[src/pkg/dpg_pkg.sv]
// Shared constants and types for the dual modulation and pulse generator.
// Assumes a single 40 MHz clock domain and an APB register interface.
package dpg_pkg;

    // Clock and timing
    localparam int CLK_HZ = 40_000_000;
    localparam int CLK_PERIOD_NS = 25;
    localparam int FREQ_MIN_HZ = 20;
    localparam int FREQ_MAX_HZ = 500_000;
    localparam int PERIOD_MIN_CYC = CLK_HZ / FREQ_MAX_HZ;
    localparam int PERIOD_MAX_CYC = CLK_HZ / FREQ_MIN_HZ;
    localparam int PERIOD_W = 21;
    localparam int PULSE_UNIT_NS = 1000;
    localparam int PULSE_UNIT_CYC = PULSE_UNIT_NS / CLK_PERIOD_NS;
    localparam int BG_PULSE_MIN_MS = 3;

    // Duty is held in tenths of a percent
    localparam int DUTY_W = 10;
    localparam logic [9:0] DUTY_FULL = 10'h3e8;
    localparam int DUTY_SCALE_MULT = 1049;
    localparam int DUTY_SCALE_SHIFT = 20;

    // Outputs per controller and pulse engine size
    localparam int CTRL_ONE_OUTS = 3;
    localparam int CTRL_TWO_OUTS = 2;
    localparam int NUM_SLOTS = 5;
    localparam int NUM_PINS = 8;
    localparam int PIN_W = 3;
    localparam int WIDTH_W = 24;

    // Register byte offsets
    localparam logic [7:0] ADDR_CTRL = 8'h00;
    localparam logic [7:0] ADDR_PERIOD_ONE = 8'h04;
    localparam logic [7:0] ADDR_PERIOD_TWO = 8'h08;
    localparam logic [7:0] ADDR_DUTY_BASE = 8'h0c;
    localparam logic [7:0] ADDR_PULSE_CMD = 8'h20;
    localparam logic [7:0] ADDR_STATUS = 8'h24;

    // Field positions
    localparam int CTRL_EN_ONE_BIT = 0;
    localparam int CTRL_EN_TWO_BIT = 1;
    localparam int CTRL_MASK_ONE_LSB = 2;
    localparam int CTRL_MASK_TWO_LSB = 5;
    localparam int CMD_PIN_LSB = 0;
    localparam int CMD_WIDTH_LSB = 8;
    localparam int STAT_BUSY_LSB = 0;
    localparam int STAT_REFUSED_BIT = 5;
    localparam int STAT_RUN_LSB = 6;

    // Reset values
    localparam logic [6:0] CTRL_RESET = 7'h00;
    localparam logic [20:0] PERIOD_RESET = 21'h009c40;
    localparam logic [9:0] DUTY_RESET = 10'h1f4;

    typedef struct packed {
        logic active;
        logic level;
        logic [PIN_W-1:0] pin;
        logic [WIDTH_W-1:0] remain;
    } dpg_slot_type;

endpackage : dpg_pkg

[src/hw/dpg_pwm_ctrl.sv]
// One modulation controller: a shared period counter and per-output compare.
// Assumes period and duty inputs are already clamped to legal ranges.
`timescale 1ns/1ps
`default_nettype none

module dpg_pwm_ctrl #(
    parameter int NOUT = 3,
    parameter int PW = 21
) (
    input wire logic pclk,
    input wire logic presetn,
    input wire logic enable,
    input wire logic [PW-1:0] period_req,
    input wire logic [NOUT*dpg_pkg::DUTY_W-1:0] duty_req,
    output logic [NOUT-1:0] pwm_out,
    output logic running
);
    import dpg_pkg::*;

    localparam int PRODW = PW + DUTY_W + 11;

    logic [PW-1:0] count;
    logic [PW-1:0] period_act;
    logic [NOUT*PW-1:0] thr_req;
    logic [NOUT*PW-1:0] thr_act;
    logic boundary;

    // Reload only at the wrap or while stopped, so a new setting never cuts a period short
    assign boundary = !enable || (count == period_act - PW'(1));

    always_ff @(posedge pclk or negedge presetn) begin
        if (!presetn) begin
            count <= '0;
        end else if (boundary) begin
            count <= '0;
        end else begin
            count <= count + PW'(1);
        end
    end

    always_ff @(posedge pclk or negedge presetn) begin
        if (!presetn) begin
            period_act <= PW'(PERIOD_MIN_CYC);
            thr_act <= '0;
        end else if (boundary) begin
            period_act <= period_req;
            thr_act <= thr_req;
        end
    end

    always_ff @(posedge pclk or negedge presetn) begin
        if (!presetn) begin
            running <= 1'b0;
        end else begin
            running <= enable;
        end
    end

    genvar g;
    generate
        for (g = 0; g < NOUT; g++) begin : g_out
            logic [PRODW-1:0] prod;
            // Scale by duty/1000 using a reciprocal multiply, error < 0.05%
            assign prod = PRODW'(period_req)
                * PRODW'(duty_req[g*DUTY_W +: DUTY_W])
                * PRODW'(DUTY_SCALE_MULT);
            assign thr_req[g*PW +: PW] = prod[DUTY_SCALE_SHIFT +: PW];

            always_ff @(posedge pclk or negedge presetn) begin
                if (!presetn) begin
                    pwm_out[g] <= 1'b0;
                end else begin
                    pwm_out[g] <= enable
                        && (count < thr_act[g*PW +: PW]);
                end
            end
        end
    endgenerate

endmodule : dpg_pwm_ctrl

`default_nettype wire

[src/hw/dpg_top.sv]
// Dual modulation controllers and a five-slot background pulse engine.
// Assumes an APB master on pclk; pin levels arrive asynchronously.
`timescale 1ns/1ps
`default_nettype none

// Functional notes
// Pulses of 3 ms or more are timed by hardware without stalling anything.
// Up to five background pulses run concurrently, each with pin and time.
// A repeat request on a running pin reloads it; width zero ends it.
// Controller one drives up to three outputs, controller two up to two.
// Both controllers are enabled separately and run at their own frequency.
// Each controller accepts frequencies from 20 Hz to 500 kHz.
// Each output has its own duty, given as a percentage of high time.
// Duty resolves to a tenth of a percent below 25 kHz.
// New frequency and duty may be written while a controller runs.
// Running outputs drive continuously; stopping releases pins to high-Z.
// Starting a controller enables only the pins selected for its outputs.
// A timed pulse takes the level opposite to the pin's level at request.
// One period counter per controller; new values apply at period wrap.
module dpg_top #(
    parameter int PERIOD_MAX = dpg_pkg::PERIOD_MAX_CYC
) (
    input wire logic pclk,
    input wire logic presetn,
    input wire logic psel,
    input wire logic penable,
    input wire logic pwrite,
    input wire logic [7:0] paddr,
    input wire logic [31:0] pwdata,
    output logic [31:0] prdata,
    output logic pready,
    output logic pslverr,
    output logic ctrl_one_duty_first,
    output logic ctrl_one_duty_second,
    output logic ctrl_one_duty_third,
    output logic ctrl_two_duty_first,
    output logic ctrl_two_duty_second,
    output logic [4:0] pwm_oe,
    input wire logic [dpg_pkg::NUM_PINS-1:0] pin_level,
    output logic [dpg_pkg::NUM_PINS-1:0] pulse_pin_out,
    output logic [dpg_pkg::NUM_PINS-1:0] pulse_pin_oe
);
    import dpg_pkg::*;

    localparam int NDUTY = CTRL_ONE_OUTS + CTRL_TWO_OUTS;
    localparam int UW = 6;

    logic [6:0] ctrl;
    logic [PERIOD_W-1:0] period_one;
    logic [PERIOD_W-1:0] period_two;
    logic [NDUTY*DUTY_W-1:0] duty;
    logic [31:0] last_cmd;
    logic refused;
    logic [CTRL_ONE_OUTS-1:0] pwm_one;
    logic [CTRL_TWO_OUTS-1:0] pwm_two;
    logic run_one;
    logic run_two;

    // APB decode
    logic wr_en;
    logic rd_setup;
    logic addr_ok;
    logic [PERIOD_W-1:0] period_wr;
    logic [DUTY_W-1:0] duty_wr;
    logic [31:0] next_rdata;

    assign wr_en = psel && penable && pwrite;
    assign rd_setup = psel && !penable && !pwrite;
    assign pready = 1'b1;
    assign pslverr = psel && penable && !addr_ok;

    always_comb begin
        if (paddr == ADDR_CTRL || paddr == ADDR_PERIOD_ONE
            || paddr == ADDR_PERIOD_TWO || paddr == ADDR_PULSE_CMD
            || paddr == ADDR_STATUS) begin
            addr_ok = 1'b1;
        end else if (paddr >= ADDR_DUTY_BASE
            && paddr < ADDR_DUTY_BASE + 8'(4 * NDUTY)
            && paddr[1:0] == 2'b00) begin
            addr_ok = 1'b1;
        end else begin
            addr_ok = 1'b0;
        end
    end

    // Out-of-range frequencies are pinned to the nearest legal one
    always_comb begin
        if (pwdata[31:PERIOD_W] != '0 || pwdata[PERIOD_W-1:0]
            > PERIOD_W'(PERIOD_MAX)) begin
            period_wr = PERIOD_W'(PERIOD_MAX);
        end else if (pwdata[PERIOD_W-1:0] < PERIOD_W'(PERIOD_MIN_CYC)) begin
            period_wr = PERIOD_W'(PERIOD_MIN_CYC);
        end else begin
            period_wr = pwdata[PERIOD_W-1:0];
        end
        if (pwdata[31:DUTY_W] != '0 || pwdata[DUTY_W-1:0] > DUTY_FULL) begin
            duty_wr = DUTY_FULL;
        end else begin
            duty_wr = pwdata[DUTY_W-1:0];
        end
    end

    always_ff @(posedge pclk or negedge presetn) begin
        if (!presetn) begin
            ctrl <= CTRL_RESET;
        end else if (wr_en && paddr == ADDR_CTRL) begin
            ctrl <= pwdata[6:0];
        end
    end

    always_ff @(posedge pclk or negedge presetn) begin
        if (!presetn) begin
            period_one <= PERIOD_RESET;
            period_two <= PERIOD_RESET;
        end else if (wr_en && paddr == ADDR_PERIOD_ONE) begin
            period_one <= period_wr;
        end else if (wr_en && paddr == ADDR_PERIOD_TWO) begin
            period_two <= period_wr;
        end
    end

    genvar d;
    generate
        for (d = 0; d < NDUTY; d++) begin : g_duty
            always_ff @(posedge pclk or negedge presetn) begin
                if (!presetn) begin
                    duty[d*DUTY_W +: DUTY_W] <= DUTY_RESET;
                end else if (wr_en
                    && paddr == ADDR_DUTY_BASE + 8'(4 * d)) begin
                    duty[d*DUTY_W +: DUTY_W] <= duty_wr;
                end
            end
        end
    endgenerate

    // Modulation controllers
    dpg_pwm_ctrl #(
        .NOUT(CTRL_ONE_OUTS),
        .PW(PERIOD_W)
    ) u_ctrl_one (
        .pclk(pclk),
        .presetn(presetn),
        .enable(ctrl[CTRL_EN_ONE_BIT]),
        .period_req(period_one),
        .duty_req(duty[0 +: CTRL_ONE_OUTS*DUTY_W]),
        .pwm_out(pwm_one),
        .running(run_one)
    );

    dpg_pwm_ctrl #(
        .NOUT(CTRL_TWO_OUTS),
        .PW(PERIOD_W)
    ) u_ctrl_two (
        .pclk(pclk),
        .presetn(presetn),
        .enable(ctrl[CTRL_EN_TWO_BIT]),
        .period_req(period_two),
        .duty_req(duty[CTRL_ONE_OUTS*DUTY_W +: CTRL_TWO_OUTS*DUTY_W]),
        .pwm_out(pwm_two),
        .running(run_two)
    );

    assign ctrl_one_duty_first = pwm_one[0];
    assign ctrl_one_duty_second = pwm_one[1];
    assign ctrl_one_duty_third = pwm_one[2];
    assign ctrl_two_duty_first = pwm_two[0];
    assign ctrl_two_duty_second = pwm_two[1];

    // Unselected or stopped pins float so other logic may own them
    assign pwm_oe = {ctrl[CTRL_MASK_TWO_LSB +: CTRL_TWO_OUTS]
                        & {CTRL_TWO_OUTS{ctrl[CTRL_EN_TWO_BIT]}},
                     ctrl[CTRL_MASK_ONE_LSB +: CTRL_ONE_OUTS]
                        & {CTRL_ONE_OUTS{ctrl[CTRL_EN_ONE_BIT]}}};

    // Pin level synchroniser; a change counts once stages two and three agree
    logic [NUM_PINS-1:0] lvl_s1;
    logic [NUM_PINS-1:0] lvl_s2;
    logic [NUM_PINS-1:0] lvl_s3;
    logic [NUM_PINS-1:0] lvl_stable;

    always_ff @(posedge pclk or negedge presetn) begin
        if (!presetn) begin
            lvl_s1 <= '0;
            lvl_s2 <= '0;
            lvl_s3 <= '0;
            lvl_stable <= '0;
        end else begin
            lvl_s1 <= pin_level;
            lvl_s2 <= lvl_s1;
            lvl_s3 <= lvl_s2;
            lvl_stable <= (lvl_s2 & lvl_s3) | (lvl_stable & (lvl_s2 | lvl_s3));
        end
    end

    // Microsecond tick for the pulse timers
    logic [UW-1:0] unit_cnt;
    logic unit_tick;

    assign unit_tick = (unit_cnt == UW'(PULSE_UNIT_CYC - 1));

    always_ff @(posedge pclk or negedge presetn) begin
        if (!presetn) begin
            unit_cnt <= '0;
        end else if (unit_tick) begin
            unit_cnt <= '0;
        end else begin
            unit_cnt <= unit_cnt + UW'(1);
        end
    end

    // Pulse request decode and slot choice
    logic cmd_req;
    logic [PIN_W-1:0] cmd_pin;
    logic [WIDTH_W-1:0] cmd_width;
    dpg_slot_type slot [NUM_SLOTS];
    logic [NUM_SLOTS-1:0] hit;
    logic [NUM_SLOTS-1:0] alloc;
    logic any_hit;
    logic any_free;

    assign cmd_req = wr_en && paddr == ADDR_PULSE_CMD;
    assign cmd_pin = pwdata[CMD_PIN_LSB +: PIN_W];
    assign cmd_width = pwdata[CMD_WIDTH_LSB +: WIDTH_W];

    always_comb begin
        hit = '0;
        alloc = '0;
        any_hit = 1'b0;
        any_free = 1'b0;
        for (int i = 0; i < NUM_SLOTS; i++) begin
            if (slot[i].active && slot[i].pin == cmd_pin && !any_hit) begin
                hit[i] = 1'b1;
                any_hit = 1'b1;
            end
            if (!slot[i].active && !any_free) begin
                alloc[i] = 1'b1;
                any_free = 1'b1;
            end
        end
        if (any_hit) begin
            alloc = '0;
        end
    end

    genvar s;
    generate
        for (s = 0; s < NUM_SLOTS; s++) begin : g_slot
            always_ff @(posedge pclk or negedge presetn) begin
                if (!presetn) begin
                    slot[s] <= '0;
                end else if (cmd_req && hit[s]) begin
                    if (cmd_width == '0) begin
                        slot[s].active <= 1'b0;
                    end else begin
                        slot[s].remain <= cmd_width;
                    end
                end else if (cmd_req && alloc[s] && cmd_width != '0) begin
                    slot[s].active <= 1'b1;
                    slot[s].pin <= cmd_pin;
                    slot[s].level <= !lvl_stable[cmd_pin];
                    slot[s].remain <= cmd_width;
                end else if (slot[s].active && unit_tick) begin
                    if (slot[s].remain == WIDTH_W'(1)) begin
                        slot[s].active <= 1'b0;
                    end
                    slot[s].remain <= slot[s].remain - WIDTH_W'(1);
                end
            end
        end
    endgenerate

    // No free slot and no match for a nonzero width: request dropped, flag it; set beats clear
    always_ff @(posedge pclk or negedge presetn) begin
        if (!presetn) begin
            refused <= 1'b0;
        end else if (cmd_req && !any_hit && !any_free && cmd_width != '0) begin
            refused <= 1'b1;
        end else if (wr_en && paddr == ADDR_STATUS
            && pwdata[STAT_REFUSED_BIT]) begin
            refused <= 1'b0;
        end
    end

    always_ff @(posedge pclk or negedge presetn) begin
        if (!presetn) begin
            last_cmd <= '0;
        end else if (cmd_req) begin
            last_cmd <= pwdata;
        end
    end

    // Merge slots onto the pin bank
    always_ff @(posedge pclk or negedge presetn) begin
        if (!presetn) begin
            pulse_pin_out <= '0;
            pulse_pin_oe <= '0;
        end else begin
            for (int p = 0; p < NUM_PINS; p++) begin
                pulse_pin_out[p] <= 1'b0;
                pulse_pin_oe[p] <= 1'b0;
                for (int i = 0; i < NUM_SLOTS; i++) begin
                    if (slot[i].active && slot[i].pin == PIN_W'(p)) begin
                        pulse_pin_out[p] <= slot[i].level;
                        pulse_pin_oe[p] <= 1'b1;
                    end
                end
            end
        end
    end

    // Read mux, captured in the setup cycle so prdata comes from a flop
    logic [NUM_SLOTS-1:0] busy;

    always_comb begin
        for (int i = 0; i < NUM_SLOTS; i++) begin
            busy[i] = slot[i].active;
        end
        next_rdata = '0;
        if (paddr == ADDR_CTRL) begin
            next_rdata[6:0] = ctrl;
        end else if (paddr == ADDR_PERIOD_ONE) begin
            next_rdata[PERIOD_W-1:0] = period_one;
        end else if (paddr == ADDR_PERIOD_TWO) begin
            next_rdata[PERIOD_W-1:0] = period_two;
        end else if (paddr == ADDR_PULSE_CMD) begin
            next_rdata = last_cmd;
        end else if (paddr == ADDR_STATUS) begin
            next_rdata[STAT_BUSY_LSB +: NUM_SLOTS] = busy;
            next_rdata[STAT_REFUSED_BIT] = refused;
            next_rdata[STAT_RUN_LSB +: 2] = {run_two, run_one};
        end else begin
            for (int i = 0; i < NDUTY; i++) begin
                if (paddr == ADDR_DUTY_BASE + 8'(4 * i)) begin
                    next_rdata[DUTY_W-1:0] = duty[i*DUTY_W +: DUTY_W];
                end
            end
        end
    end

    always_ff @(posedge pclk or negedge presetn) begin
        if (!presetn) begin
            prdata <= '0;
        end else if (rd_setup) begin
            prdata <= next_rdata;
        end
    end

endmodule : dpg_top

`default_nettype wire

[config.mk]
export PLATFORM = sky130hd
export DESIGN_NAME = dpg_top
export DESIGN_NICKNAME = d
export VERILOG_FILES = /design/src/pkg/dpg_pkg.sv /design/src/hw/dpg_pwm_ctrl.sv /design/src/hw/dpg_top.sv
export SDC_FILE = /design/constraint.sdc
export NUM_CORES = 2
export LEC_CHECK = 0
export BUFFER_PORTS_ARGS = -buffer_cell sky130_fd_sc_hd__buf_2
export CORE_UTILIZATION = 65
export CTS_CLUSTER_DIAMETER = 200
export CTS_CLUSTER_SIZE = 24
export DETAILED_ROUTE_END_ITERATION = 6
export PLACE_DENSITY_LB_ADDON = 0.05
export RECOVER_POWER = 25
export SYNTH_ARGS = -nofsm -noshare
export SYNTH_HDL_FRONTEND = slang
export SYNTH_SLANG_ARGS = --single-unit
[constraint.sdc]
create_clock -name pclk -period 29.6 [get_ports pclk]
set_input_delay 4.44 -clock pclk [delete_from_list [all_inputs] [get_ports pclk]]
set_output_delay 4.44 -clock pclk [all_outputs]
set_load 0.005 [all_outputs]
==> results_dict.tcl <==
set metrics [dict create \
    outcome "finished with violations" \
    violations "design-rule violations, max-capacitance violations, max-slew violations" \
    holdBufCountCts 0 \
    synth_compound_area_share_pct 10.9 \
    slew_violations 454 \
    synth_common_cells "inv_1, ha_1, fa_1, nand2_1, and2_1" \
    max_freq_mhz 87.5 \
    synth_nets 11400 \
    cts_resized 0 \
    seqPwrFrac_pct 58.2 \
    cpMaxStageDelayCell "dfstp_2" \
    cts_setup_buffers 0 \
    drt_iter0_drc 4824 \
    die_area_um2 129000 \
    grt_usage_pct 33.1 \
    max_cap_violations 7 \
    post_synth_xor_area_fraction_pct 4.25 \
    placementRows 130 \
    cts_tree "built" \
    root_buffer "clkbuf_16" \
    dr.pass1.iters 7 \
    grt_pass1_vias 65900 \
    chipHeight_um 359 \
    fin_crit_sh_pct 38.6 \
    syn_inst 9238 \
    synth.distinct_cells 99 \
    cts_sinks 559 \
    p_leak_nw 46.5 \
    hold_violations 0 \
    fin_crit_ps 11430 \
    setup_violations 0 \
    nFillCells 10300 \
    hp-start "lvl_s1[4]" \
    initial_utilization_pct 65.7 \
    clk_pin_slew_worst_paths_ps 100 \
    seq_area_frac_synth_pct 17.0 \
    cp-start-kind "flop" \
    drc 1 \
    drtAntennaViolNets 0 \
    p_int_w 0.000994 \
    synth.largest_area_cell "fa_1" \
    setup-tns-final_ps 0 \
    timing.slew.headroom_pct -292 \
    final_nets 11200 \
    synth-simple-area-share_pct 16.1 \
    clk_latency_ps 700 \
    port_buffers 111 \
    rsz0062_at_grt "no" \
    p_switching_w 0.000359 \
    crit_path_max_incr_delay_ps 1120 \
    wl_per_cell_um 19.6 \
    vias_per_cell 5.98 \
    grt_max_degree 99 \
    worst_setup_path_end_kind "flop" \
    share_comb_of_total_power_pct 6.3 \
    cts_buffer_depth 3 \
    crit_arrival_ps 11930 \
    reg2reg_from "period_one[6]" \
    worstSetupStartpoint "period_one[6]" \
    netlist_area_um2 82800 \
    ys_ff_latch 559 \
    synth-edff-count 0 \
    wl_um 210000 \
    yosysTopAreaCellShare_pct 24.1 \
    hold_slack_ps 349 \
    cp_max_fo 33 \
    ios 113 \
    min_path_type "reg2reg" \
    critPathRequiredTime_ps 30100 \
    area_growth_pct 2.72 \
    syn_avg_cell_area_um2 8.96 \
    synth_fa_ha_area_share_pct 41.5 \
    vias 64000 \
    grt-ovfl-total 0 \
    cts_made_buffers 29 \
    fin_skew_ps 43.4 \
    p_per_area_nw_per_um2 15.9 \
    drive_gt1_share_pct 4.36 \
    grt_pass1_wl_um 346000 \
    synthFlopType "dfrtp_1" \
    gp_congestion 0.922 \
    power.share.clock_pct 35.5 \
    synth_warnings 0 \
    htree_num_levels 1 \
    tightest_slew_ps 5880 \
    path_class "reg2reg" \
    synth.area.mux_share_pct 1.76 \
    antenna_found_initial 5 \
    p_sw_share_pct 26.5 \
    yosysMostFrequentCell "inv_1" \
    dp.final_hpwl_um 162000 \
    synth_top_family_by_area "adder cells" \
    core-area_um2 126000 \
    die_w_um 359 \
    synth_area_leaders "fa_1, ha_1, dfrtp_1, inv_1, and2_1" \
    peakVddDrop_uv 52.5 \
    async_flop_share_pct 100 \
]
-- path summary, 6_finish.rpt --
kind                                           to  slack [ps]  cells after the start
max                        u_ctrl_one.thr_act[36]       18170                     40
min                                     lvl_s2[4]         350                      0
max reg2reg                u_ctrl_one.thr_act[36]       18170                     40
min reg2reg                             lvl_s2[4]         350                      0
max in group asynchronous  u_ctrl_one.thr_act[56]       19490                      2
min in group asynchronous     u_ctrl_one.count[4]        5840                      1
-- power by group through the flow --
stage | combinational, W | clock, W | sequential [W]
after floorplan | 0.0000473 | 0 | 0.000792
after global placement | 0.0000838 | 0 | 0.000802
after detailed placement | 0.0000855 | 0 | 0.000802
after CTS | 0.0000858 | 0.000491 | 0.000788
after global routing | 0.0000942 | 0.000512 | 0.000790
final | 0.0000851 | 0.000480 | 0.000788
-- metrics by stage --
step | instance area, um^2 | utilization (%) | power (W) | worst slack [ps] | cells
floorplan | 82800 | - | 0.000839 | 19530 | 9238
detailed placement | 84200 | 66.8 | 0.000888 | 18380 | 10600
finish | 85100 | 67.5 | 0.00135 | 18170 | 10700
global route | 85100 | 67.5 | 0.00140 | 17490 | 10700
CTS | 85100 | 67.5 | 0.00136 | 18360 | 10700
global placement | 84200 | 66.8 | 0.000886 | 18870 | 10600
-- placed cells by master (no fill, tap or decap), types with 18 or more instances in the layout --
cell / netlist / final
inv_1: 1423 / 1424
ha_1: 1146 / 1146
fa_1: 996 / 996
nand2_1: 960 / 959
and2_1: 634 / 619
dfrtp_1: 515 / 515
o21ai_0: 459 / 459
a21oi_1: 403 / 403
nor2_1: 389 / 388
xnor2_1: 213 / 213
xor2_1: 189 / 189
nor3_1: 153 / 153
a21o_1: 139 / 139
mux2_2: 110 / 110
buf_2: 54 / 110
nand3_1: 103 / 103
nor4_1: 62 / 63
nand2b_1: 60 / 59
nand4_1: 55 / 55
nor2b_1: 50 / 50
a211oi_1: 48 / 48
buf_4: 4 / 48
or3_1: 45 / 46
and3_1: 45 / 45
dfstp_2: 44 / 44
o21a_1: 41 / 41
a31oi_1: 38 / 38
a22oi_1: 34 / 34
o31ai_1: 32 / 32
o211ai_1: 30 / 30
o21ai_1: 30 / 30
clkbuf_16: 0 / 30
clkbuf_1: 343 / 29
nor3b_1: 25 / 25
or2_2: 19 / 20
nand4b_1: 19 / 20
a2111oi_0: 18 / 18
and4_1: 18 / 18
-- metal layers --
metal / up-vias / routed length (um) / GRT usage (%) / part of all wire (%)
met5: - / 31 / 0 / 0.015
met4: 4 / 6210 / 9.14 / 3.0
met3: 372 / 15800 / 5.02 / 7.5
met2: 2068 / 97200 / 53.9 / 46
met1: 31800 / 90800 / 46.0 / 43
li1: 29700 / - / - / -
-- cell families (layout without fill, tap and decap cells) --
logic type,after synthesis,count (layout)
AOI/OAI and AO/OA,1474,1474
adders and majority gates,2151,2151
and+or+nand+nor,2682,2682
xor gates and xnor gates,402,402
buffers and inverters,1840,1647
muxes,129,129
other,1,2
DFF,559,559
-- worst max-delay path, delay by kind of cell (launching register included) --
| kind | cells | cell delay, ps |
|---|---|---|
| AO/OA/AOI/OAI | 8 | 1960 |
| buffers and inverters | 7 | 350 |
| adder cells (fa/ha/maj) | 12 | 5100 |
| flip-flops | 1 | 1120 |
| XOR/XNOR | 2 | 570 |
| AND/OR/NAND/NOR | 11 | 2100 |
-- final cells by class --
type                    instances  area [um^2]  share of cell area (%)
clock inverters                 5         95.1                   0.112
clock buffers                  49          822                   0.966
repair buffers                168          948                    1.12
multi-input cells            6839        61700                    72.6
well taps                    1650         2060                    2.43
inverters                    1425         5350                    6.29
flip-flops and latches        559        14000                    16.5
diodes                          1         2.50                 0.00294
-- flip-flops by register name, summed over array words and instances, names as in the netlist, 3 cells and up --
signal / flops
period_one: 21
lvl_s2: 8
ctrl: 7
busy: 5
duty: 50
u_ctrl_one.thr_act: 63
unit_cnt: 6
pulse_pin_oe: 8
u_ctrl_two.period_act: 21
u_ctrl_one.period_act: 21
lvl_s3: 8
pulse_pin_out: 8
u_ctrl_two.thr_act: 42
u_ctrl_one.pwm_out: 3
last_cmd: 32
u_ctrl_one.count: 21
lvl_s1: 8
u_ctrl_two.count: 21
period_two: 21
lvl_stable: 8
prdata: 32
slot: 140
No activity file was read; power rests on OpenSTA's default activity.
